File: config.mk
export PLATFORM = sky130hd
export DESIGN_NAME = ppfs_pin_mux
export DESIGN_NICKNAME = d
export VERILOG_FILES = /design/src/ppfs_pkg.sv /design/src/ppfs_pin_mux.sv
export VERILOG_INCLUDE_DIRS = /design/src
export SDC_FILE = /design/constraint.sdc
export NUM_CORES = 1
export LEC_CHECK = 0
export ABC_AREA = 1
export BUFFER_PORTS_ARGS = -buffer_cell sky130_fd_sc_hd__buf_4
export CAP_MARGIN = 20
export CORE_MARGIN = 2
export CORE_UTILIZATION = 53
export DETAILED_ROUTE_END_ITERATION = 10
export GPL_TIMING_DRIVEN = 0
export PLACE_DENSITY = 0.95
export SETUP_SLACK_MARGIN = 0.15
export SYNTH_ARGS = -nofsm -noshare
export SYNTH_HDL_FRONTEND = slang
export SYNTH_SLANG_ARGS = --single-unit
File: constraint.sdc
create_clock -name clk -period 3 [get_ports clk]
set_clock_uncertainty 0.1 [all_clocks]
set_input_delay 0.6 -clock clk [delete_from_list [all_inputs] [get_ports clk]]
set_output_delay 0.6 -clock clk [all_outputs]
set_load 0.02 [all_outputs]
File: src/ppfs_regs.svh
// register offsets, field positions and reset values of the pin function select block
`ifndef PPFS_REGS_SVH
`define PPFS_REGS_SVH

// ----------------------------------------------------------------
// register offsets (byte addresses, one aligned word each)
// ----------------------------------------------------------------
`define PPFS_SEL_BASE 8'h00
`define PPFS_SEL_STEP 8'h04
`define PPFS_GPOUT_OFS 8'h10
`define PPFS_STATUS_OFS 8'h14

// ----------------------------------------------------------------
// fields and codes
// ----------------------------------------------------------------
`define PPFS_SEL_EN_BIT 3
`define PPFS_AVAIL_FULL 4'hF
`define PPFS_AVAIL_P20 4'h5
`define PPFS_ST_DBGACT_BIT 13
`define PPFS_ST_OE_LSB 16

// ----------------------------------------------------------------
// index of each pin in the synchroniser vector
// ----------------------------------------------------------------
`define PPFS_IN_P50 4
`define PPFS_IN_P52 5
`define PPFS_IN_P53 6
`define PPFS_IN_P54 7
`define PPFS_IN_P58 8
`define PPFS_IN_P59 9
`define PPFS_IN_FTEST 10
`define PPFS_IN_DBG 11
`define PPFS_IN_POR 12

// ----------------------------------------------------------------
// reset values
// ----------------------------------------------------------------
`define PPFS_SEL_RST 4'h0
`define PPFS_GPOUT_RST 4'h0
// factory and power-on inputs idle high, so their stages start high: a plain
// srst must not look like a power-on release and capture the debug strap
`define PPFS_SYNC_RST 13'h1400

`endif

File: src/ppfs_pkg.sv
// types shared by the pin function select block
package ppfs_pkg;
  // one 4-bit output source selection field
  typedef logic [3:0] ppfs_sel_t;
  // whole state of the block, registered in one place
  typedef struct packed {
    logic [12:0] sync1;
    logic [12:0] sync2;
    logic [12:0] sync3;
    logic [12:0] filt;
    ppfs_sel_t [3:0] sel;
    logic [3:0] gp_out;
    logic [3:0] pin_out;
    logic [3:0] pin_oe;
    logic debug_active;
    logic debug_sys_rst;
    logic ftest_mode;
    logic waitreq;
    logic [31:0] rdata;
  } ppfs_state_t;
endpackage

File: src/ppfs_pin_mux.sv
// pin function multiplexer with avalon register access and debug strap capture
`include "ppfs_regs.svh"

module ppfs_pin_mux (
  input wire logic clk,
  input wire logic srst,
  // avalon-mm slave
  input wire logic [7:0] avs_address,
  input wire logic avs_read,
  input wire logic avs_write,
  input wire logic [3:0] avs_byteenable,
  input wire logic [31:0] avs_writedata,
  output logic [31:0] avs_readdata,
  output logic avs_waitrequest,
  // pin levels from the pads
  input wire logic port6_bit3_in,
  input wire logic port6_bit1_in,
  input wire logic port6_bit0_in,
  input wire logic port2_bit0_in,
  input wire logic port5_bit0_in,
  input wire logic port5_bit2_in,
  input wire logic port5_bit3_in,
  input wire logic port5_bit4_in,
  input wire logic port5_bit8_in,
  input wire logic port5_bit9_in,
  input wire logic factory_test_enable_n,
  input wire logic debug_reset_in,
  input wire logic power_on_reset_input_n,
  // pad drivers
  output logic port6_bit3_out,
  output logic port6_bit3_oe,
  output logic port6_bit1_out,
  output logic port6_bit1_oe,
  output logic port6_bit0_out,
  output logic port6_bit0_oe,
  output logic port2_bit0_out,
  output logic port2_bit0_oe,
  // alternate output sources from peripherals
  input wire logic capture3_ch2_out,
  input wire logic capture3_ch1_out,
  input wire logic capture3_ch0_out,
  input wire logic timer3_toggle_latch,
  input wire logic serial1_ch1_select0,
  input wire logic serial1_ch1_data_out,
  input wire logic analog_mux_ctrl1,
  input wire logic analog_mux_ctrl0,
  input wire logic debug_break_out,
  input wire logic [3:0] hardware_owned_en,
  input wire logic [3:0] hardware_owned_output,
  // routed inputs to peripherals
  output logic [9:0] gp_input_level,
  output logic analog_channel_0,
  output logic analog_channel_2,
  output logic analog_channel_3,
  output logic analog_channel_4,
  output logic analog_channel_8,
  output logic analog_channel_9,
  output logic analog_channel_16,
  output logic analog_channel_17,
  output logic analog_channel_19,
  output logic serial1_ch1_ctrl_in_d,
  output logic converter_trigger_f,
  output logic converter_trigger_e,
  output logic capture3_trap_in_b,
  output logic serial1_ch1_data_in_a,
  output logic event_req1_trigger6,
  output logic converter_gate_g,
  output logic serial1_ch1_data_in_e,
  output logic scan_data_in_a,
  output logic timer3_count_gate_a,
  output logic capture3_t12_run_b,
  output logic timer3_updown_a,
  output logic scan_mode_sel_a,
  output logic capture_t12_run_c,
  output logic capture_t13_run_c,
  output logic capcom_timer7_count,
  output logic can0_receive_c,
  output logic capture3_ch0_in_b,
  output logic timer5_count_gate_b,
  // debug and test status
  output logic factory_test_mode,
  output logic debug_active,
  output logic debug_system_reset
);
  import ppfs_pkg::*;

  // ----------------------------------------------------------------
  // state and reset value
  // ----------------------------------------------------------------
  localparam ppfs_state_t ST_RST = '{
    sync1: `PPFS_SYNC_RST,
    sync2: `PPFS_SYNC_RST,
    sync3: `PPFS_SYNC_RST,
    filt: `PPFS_SYNC_RST,
    sel: {4{`PPFS_SEL_RST}},
    gp_out: `PPFS_GPOUT_RST,
    waitreq: 1'h1,
    default: '0
  };

  ppfs_state_t st_reg; // registered state
  ppfs_state_t st_next; // its next value
  logic [12:0] pin_vec; // raw pad levels
  logic [3:0] src [4]; // output sources per pin, general first
  logic [3:0] avail [4]; // which codes name a real source

  // ----------------------------------------------------------------
  // helper functions
  // ----------------------------------------------------------------
  // a change counts once the second and third stages agree
  function automatic logic [12:0] agree_filter(input logic [12:0] s2,
                                               input logic [12:0] s3,
                                               input logic [12:0] cur);
    agree_filter = (~(s2 ^ s3) & s3) | ((s2 ^ s3) & cur);
  endfunction

  // byte offset of the selection word of one output pin
  function automatic logic [7:0] sel_offset(input int k);
    sel_offset = `PPFS_SEL_BASE + 8'(`PPFS_SEL_STEP * k);
  endfunction

  // returns {enable, level} for one pin
  function automatic logic [1:0] pick_source(input ppfs_sel_t sel,
                                             input logic [3:0] s,
                                             input logic [3:0] av,
                                             input logic hw_en,
                                             input logic hw_val);
    logic [1:0] code;
    code = sel[1:0];
    if (hw_en) begin
      pick_source = {1'h1, hw_val};
    end else if (sel[`PPFS_SEL_EN_BIT] && av[code]) begin
      pick_source = {1'h1, s[code]};
    end else begin
      pick_source = 2'h0;
    end
  endfunction

  // read data for an address; unmapped offsets read zero
  function automatic logic [31:0] read_word(input logic [7:0] a,
                                            input ppfs_state_t s);
    logic [31:0] w;
    w = 32'h0;
    for (int k = 0; k < 4; k++) begin
      if (a == sel_offset(k)) begin
        w[3:0] = s.sel[k];
      end
    end
    if (a == `PPFS_GPOUT_OFS) begin
      w[3:0] = s.gp_out;
    end
    if (a == `PPFS_STATUS_OFS) begin
      w[12:0] = s.filt;
      w[`PPFS_ST_DBGACT_BIT] = s.debug_active;
      w[`PPFS_ST_OE_LSB +: 4] = s.pin_oe;
    end
    read_word = w;
  endfunction

  // ----------------------------------------------------------------
  // source tables
  // ----------------------------------------------------------------
  // pad vector; port5 pins only ever feed inputs
  assign pin_vec = {power_on_reset_input_n, debug_reset_in, factory_test_enable_n,
                    port5_bit9_in, port5_bit8_in, port5_bit4_in, port5_bit3_in,
                    port5_bit2_in, port5_bit0_in, port2_bit0_in, port6_bit0_in,
                    port6_bit1_in, port6_bit3_in};

  // output choices, index = low two bits of the code
  always_comb begin
    src[0] = {serial1_ch1_select0, timer3_toggle_latch, capture3_ch2_out,
              st_reg.gp_out[0]};
    src[1] = {serial1_ch1_data_out, timer3_toggle_latch, analog_mux_ctrl1,
              st_reg.gp_out[1]};
    src[2] = {debug_break_out, capture3_ch1_out, analog_mux_ctrl0,
              st_reg.gp_out[2]};
    src[3] = {1'h0, capture3_ch0_out, 1'h0, st_reg.gp_out[3]};
    avail[0] = `PPFS_AVAIL_FULL;
    avail[1] = `PPFS_AVAIL_FULL;
    avail[2] = `PPFS_AVAIL_FULL;
    avail[3] = `PPFS_AVAIL_P20; // no first or third choice here
  end

  // ----------------------------------------------------------------
  // next state
  // ----------------------------------------------------------------
  always_comb begin
    st_next = st_reg;
    // three-stage synchroniser, first stage read only by the second
    st_next.sync1 = pin_vec;
    st_next.sync2 = st_reg.sync1;
    st_next.sync3 = st_reg.sync2;
    st_next.filt = agree_filter(st_reg.sync2, st_reg.sync3, st_reg.filt);
    // strap caught on the rising edge of the power-on input
    if (!st_reg.filt[`PPFS_IN_POR] && st_next.filt[`PPFS_IN_POR]) begin
      st_next.debug_active = st_next.filt[`PPFS_IN_DBG];
    end
    // a low debug reset input resets an active debug system
    st_next.debug_sys_rst = st_reg.debug_active && !st_reg.filt[`PPFS_IN_DBG];
    // low test input means factory test modes
    st_next.ftest_mode = !st_reg.filt[`PPFS_IN_FTEST];
    // pad drivers, registered so the pads never see a glitch
    for (int k = 0; k < 4; k++) begin
      {st_next.pin_oe[k], st_next.pin_out[k]} =
        pick_source(st_reg.sel[k], src[k], avail[k],
                    hardware_owned_en[k], hardware_owned_output[k]);
    end
    // bus: one wait cycle, then a single answer cycle
    st_next.waitreq = 1'h1;
    if (st_reg.waitreq && (avs_read || avs_write)) begin
      st_next.waitreq = 1'h0;
      st_next.rdata = read_word(avs_address, st_reg);
    end
    // writes land at the edge that ends the answer cycle
    if (!st_reg.waitreq && avs_write && avs_byteenable[0]) begin
      for (int k = 0; k < 4; k++) begin
        if (avs_address == sel_offset(k)) begin
          st_next.sel[k] = avs_writedata[3:0];
        end
      end
      if (avs_address == `PPFS_GPOUT_OFS) begin
        st_next.gp_out = avs_writedata[3:0];
      end
    end
  end

  // state register, synchronous reset
  always_ff @(posedge clk) begin
    if (srst) begin
      st_reg <= ST_RST;
    end else begin
      st_reg <= st_next;
    end
  end

  // ----------------------------------------------------------------
  // outputs, all from the state register
  // ----------------------------------------------------------------
  assign avs_readdata = st_reg.rdata;
  assign avs_waitrequest = st_reg.waitreq;
  assign port6_bit3_out = st_reg.pin_out[0];
  assign port6_bit3_oe = st_reg.pin_oe[0];
  assign port6_bit1_out = st_reg.pin_out[1];
  assign port6_bit1_oe = st_reg.pin_oe[1];
  assign port6_bit0_out = st_reg.pin_out[2];
  assign port6_bit0_oe = st_reg.pin_oe[2];
  assign port2_bit0_out = st_reg.pin_out[3];
  assign port2_bit0_oe = st_reg.pin_oe[3];
  assign gp_input_level = st_reg.filt[9:0];
  // port6 and port2 inputs run in parallel with any output choice
  assign serial1_ch1_ctrl_in_d = st_reg.filt[0];
  assign converter_trigger_f = st_reg.filt[0];
  assign analog_channel_17 = st_reg.filt[1];
  assign converter_trigger_e = st_reg.filt[1];
  assign capture3_trap_in_b = st_reg.filt[1];
  assign serial1_ch1_data_in_a = st_reg.filt[1];
  assign event_req1_trigger6 = st_reg.filt[1];
  assign analog_channel_16 = st_reg.filt[2];
  assign converter_gate_g = st_reg.filt[2];
  assign serial1_ch1_data_in_e = st_reg.filt[2];
  assign can0_receive_c = st_reg.filt[3];
  assign capture3_ch0_in_b = st_reg.filt[3];
  assign analog_channel_19 = st_reg.filt[3];
  assign timer5_count_gate_b = st_reg.filt[3];
  // input-only port5 pins
  assign analog_channel_0 = st_reg.filt[`PPFS_IN_P50];
  assign analog_channel_2 = st_reg.filt[`PPFS_IN_P52];
  assign scan_data_in_a = st_reg.filt[`PPFS_IN_P52];
  assign analog_channel_3 = st_reg.filt[`PPFS_IN_P53];
  assign timer3_count_gate_a = st_reg.filt[`PPFS_IN_P53];
  assign analog_channel_4 = st_reg.filt[`PPFS_IN_P54];
  assign capture3_t12_run_b = st_reg.filt[`PPFS_IN_P54];
  assign timer3_updown_a = st_reg.filt[`PPFS_IN_P54];
  assign scan_mode_sel_a = st_reg.filt[`PPFS_IN_P54];
  assign analog_channel_8 = st_reg.filt[`PPFS_IN_P58];
  assign capture_t12_run_c = st_reg.filt[`PPFS_IN_P58];
  assign capture_t13_run_c = st_reg.filt[`PPFS_IN_P58];
  assign analog_channel_9 = st_reg.filt[`PPFS_IN_P59];
  assign capcom_timer7_count = st_reg.filt[`PPFS_IN_P59];
  // test and debug status
  assign factory_test_mode = st_reg.ftest_mode;
  assign debug_active = st_reg.debug_active;
  assign debug_system_reset = st_reg.debug_sys_rst;
endmodule

==> Implementation_results.wiki <==
{| class="wikitable"
! Metric !! Value
|-
| Status || complete, no violations
|-
| Total DRC errors in the routed layout || 0
|-
| Vias per std cell || 4.82
|-
| Sort of element at the start of the critical path || flop
|-
| Proportion of netlist area held by the largest area contributor || 0.484
|-
| Min-Delay Path Class || reg -> reg
|-
| Number of top-level pins || 160
|-
| Average cell area after synthesis || 8.10 um2
|-
| Global route overflow || 0
|-
| Register area share after synthesis || 0.484
|-
| Routed wire per std cell || 13.1 um
|-
| Unrepaired setup endpoints after global routing || no
|-
| Count of inserted antenna diode cells || 0
|-
| Number of gates resized after CTS || 0
|-
| Mapped Area || ~4200 um2
|-
| Number of detailed-route iterations in the first pass || 5
|-
| Total via count after detailed routing || ~3700
|-
| Maximum number of pins on one net before global-route repair || 17
|-
| Reported max-cap violation count || 0
|-
| Leakage || 0.00255 uW
|-
| Top flip-flop cell by instance count after synthesis || sky130_fd_sc_hd__dfxtp_1
|-
| Total Nets Final || 737
|-
| Cell taking the most area after synthesis || sky130_fd_sc_hd__dfxtp_1
|-
| Warnings, synthesis || 0
|-
| Maximum ir drop on the vdd rail || 0.263 mV
|-
| Count of flip-flops with a built-in enable after synthesis || 0
|-
| Cell row count || 32
|-
| #FFs+latches synth || 102
|-
| DP Cell Count || 750
|-
| Worst skew pair latency || roughly 0.36 ns
|-
| Leading cell type by number of instances after synthesis || sky130_fd_sc_hd__dfxtp_1
|-
| Full die area || a little under 9000 um2
|-
| P per Cell Area || 470 nW/um2
|-
| Clock slew at reported path FFs || around 0.10 ns
|-
| Layout cell share with drive strength beyond 1 || 0.352
|-
| Via count of the first global-routing pass || roughly 3700
|-
| Final setup violation count || 0
|-
| Remaining number of nets flagged by the antenna check after routing || 0
|-
| Clock tree root buffer cell || sky130_fd_sc_hd__clkbuf_8
|-
| Post-Route Setup TNS || 0 ns
|-
| HPWL after DPL || around 7600 um
|-
| Global routing usage summed across all routing layers || 0.239
|-
| Yosys cell types || 26
|-
| Initial antenna violation count || 0
|-
| Post-CTS Setup Inserts || 0
|-
| Data required time at the worst endpoint || 2.30 ns
|-
| Number of H-tree levels || 3
|-
| Die span in y || 93.2 um
|-
| Total routed wirelength || 10100 um
|-
| First-iteration detailed-routing DRC count || 240
|-
| Max Fanout on Critical Path || 8
|-
| TritonCTS Sinks || just over 100
|-
| Clock tree from TritonCTS || yes
|-
| Port Buffers || 114
|-
| Share of flip-flops with an asynchronous set or reset || 0
|-
| Transition time at the pin with the least slew margin || 0.632 ns
|-
| Max-Slew Margin vs Limit || 0.579
|-
| Worst path arrival time || 1.15 ns
|-
| Slew Viols, Final || 0
|-
| CTS Buf Count || 9
|-
| Area Growth Syn to Fin || 29.2%
|-
| Power Total || ~2600 uW
|-
| Starting density of the core || 0.546
|-
| Setup Crit Path Kind || reg -> out
|-
| Die X-Extent || 93.2 um
|-
| Hold buffer count at CTS || 0
|-
| Number of standard cells after synthesis || 521
|-
| Number of hold violations in the final report || 0
|-
| Crit path capture type || output port
|-
| Core box area || about 7700 um2
|-
| Non-filler instance count after layout || 766
|-
| Wire length of the first global-routing pass || 16300 um
|-
| Final weighted congestion of routability-driven global placement || 0.874
|-
| Final period demand of the worst path || 1.85 ns
|-
| Ranking of synthesized cells by area || sky130_fd_sc_hd__dfxtp_1 48%, sky130_fd_sc_hd__buf_4 11%, sky130_fd_sc_hd__nor2_1 6.8%
|-
| Leading cell types by count after synthesis || 102 x sky130_fd_sc_hd__dfxtp_1, 77 x sky130_fd_sc_hd__nor2_1, 61 x sky130_fd_sc_hd__buf_4
|-
| Final worst-path cycle share || 0.617
|-
| Peak clock frequency supported by timing || 0.540 GHz
|-
| Maximum count of clock buffers along a single path || 2
|}
==> layout make-up <==
cell class	count	area, um2
tap	102	128
inverter	68	260
clock buffer	12	145
fill	582	2270
clock inverter	4	55.1
timing repair buffer	114	856
multi-input combinational	290	1450
buffer	74	523
sequential	102	2040
==> power by group <==
group | total (uW) | internal, uW | switching [uW]
Sequential | 1420 | 1390 | 20.6
Clock | 869 | 414 | 455
Combinational | 281 | 126 | 155
Total | 2560 | 1930 | 630
==> per-layer routing <==
metal  routed length [um]  share of wire  GRT usage  up-vias
met1                 4190           0.42      0.286     1685
met2                 5030           0.50      0.417      141
met3                  536          0.053     0.0314       24
met4                  293          0.029      0.124        0
li1                     -              -          -     1845
met5                    0              0          0        -
==> cells by family (layout without fill, tap and decap cells) <==
logic type                 Yosys count  count (layout)  share of synthesized area
other                                1              14                   0.000888
DFF                                102             102                      0.484
and+or+nand+nor                    161             161                      0.183
AOI/OAI and AO/OA                  113             113                      0.142
buffers and inverters              142             272                      0.186
adders and majority gates            2               2                    0.00474
==> cell usage in the layout (no fill, tap or decap), types with 3 or more instances in the layout <==
master                     instances
sky130_fd_sc_hd__nand2_1          36
sky130_fd_sc_hd__a21oi_1          50
sky130_fd_sc_hd__nand3_1          14
sky130_fd_sc_hd__conb_1           14
sky130_fd_sc_hd__dfxtp_1         102
sky130_fd_sc_hd__clkbuf_1         14
sky130_fd_sc_hd__inv_1            60
sky130_fd_sc_hd__or2_2             6
sky130_fd_sc_hd__o21ai_1          18
sky130_fd_sc_hd__nand3_2           3
sky130_fd_sc_hd__clkbuf_8         10
sky130_fd_sc_hd__buf_4           175
sky130_fd_sc_hd__nand4_1           4
sky130_fd_sc_hd__inv_2             6
sky130_fd_sc_hd__a21oi_2           4
sky130_fd_sc_hd__nor2_1           77
sky130_fd_sc_hd__o22ai_1           3
sky130_fd_sc_hd__nand2_2          12
sky130_fd_sc_hd__nor2_4            5
sky130_fd_sc_hd__o21ai_0          36
==> final timing paths <==
path | cells after the start | from | slack [ns] | endpoint
worst min register to register | 2 | st_next[90]$_SDFF_PP0_ | 0.31 | st_next[77]$_SDFF_PP0_
worst min-delay path | 2 | st_next[90]$_SDFF_PP0_ | 0.31 | st_next[77]$_SDFF_PP0_
worst max register to register | 5 | avs_waitrequest$_SDFF_PP1_ | 1.49 | avs_readdata[9]$_SDFFE_PP0P_
worst max-delay path | 2 | flop | 1.15 | scan_mode_sel_a
==> through the flow <==
| stage | cell area (um2) | worst slack, ns | hold slack (ns) | util |
|---|---|---|---|---|
| after global placement | 5250 | 1.09 | 0.288 | 0.680 |
| after global routing | 5450 | 1.07 | 0.305 | 0.706 |
| after floorplan | 4270 | 1.43 | 0.288 | - |
| final | 5450 | 1.15 | 0.308 | 0.706 |
| after detailed placement | 5250 | 1.06 | 0.294 | 0.680 |
| after CTS | 5450 | 1.13 | 0.308 | 0.706 |
==> worst max-delay path, stage by stage, from the launching register on <==
cell and delay, ns:
sky130_fd_sc_hd__dfxtp_1 0.50, sky130_fd_sc_hd__buf_4 0.16, sky130_fd_sc_hd__buf_4 0.13
No activity file was read; power rests on OpenSTA's default activity.
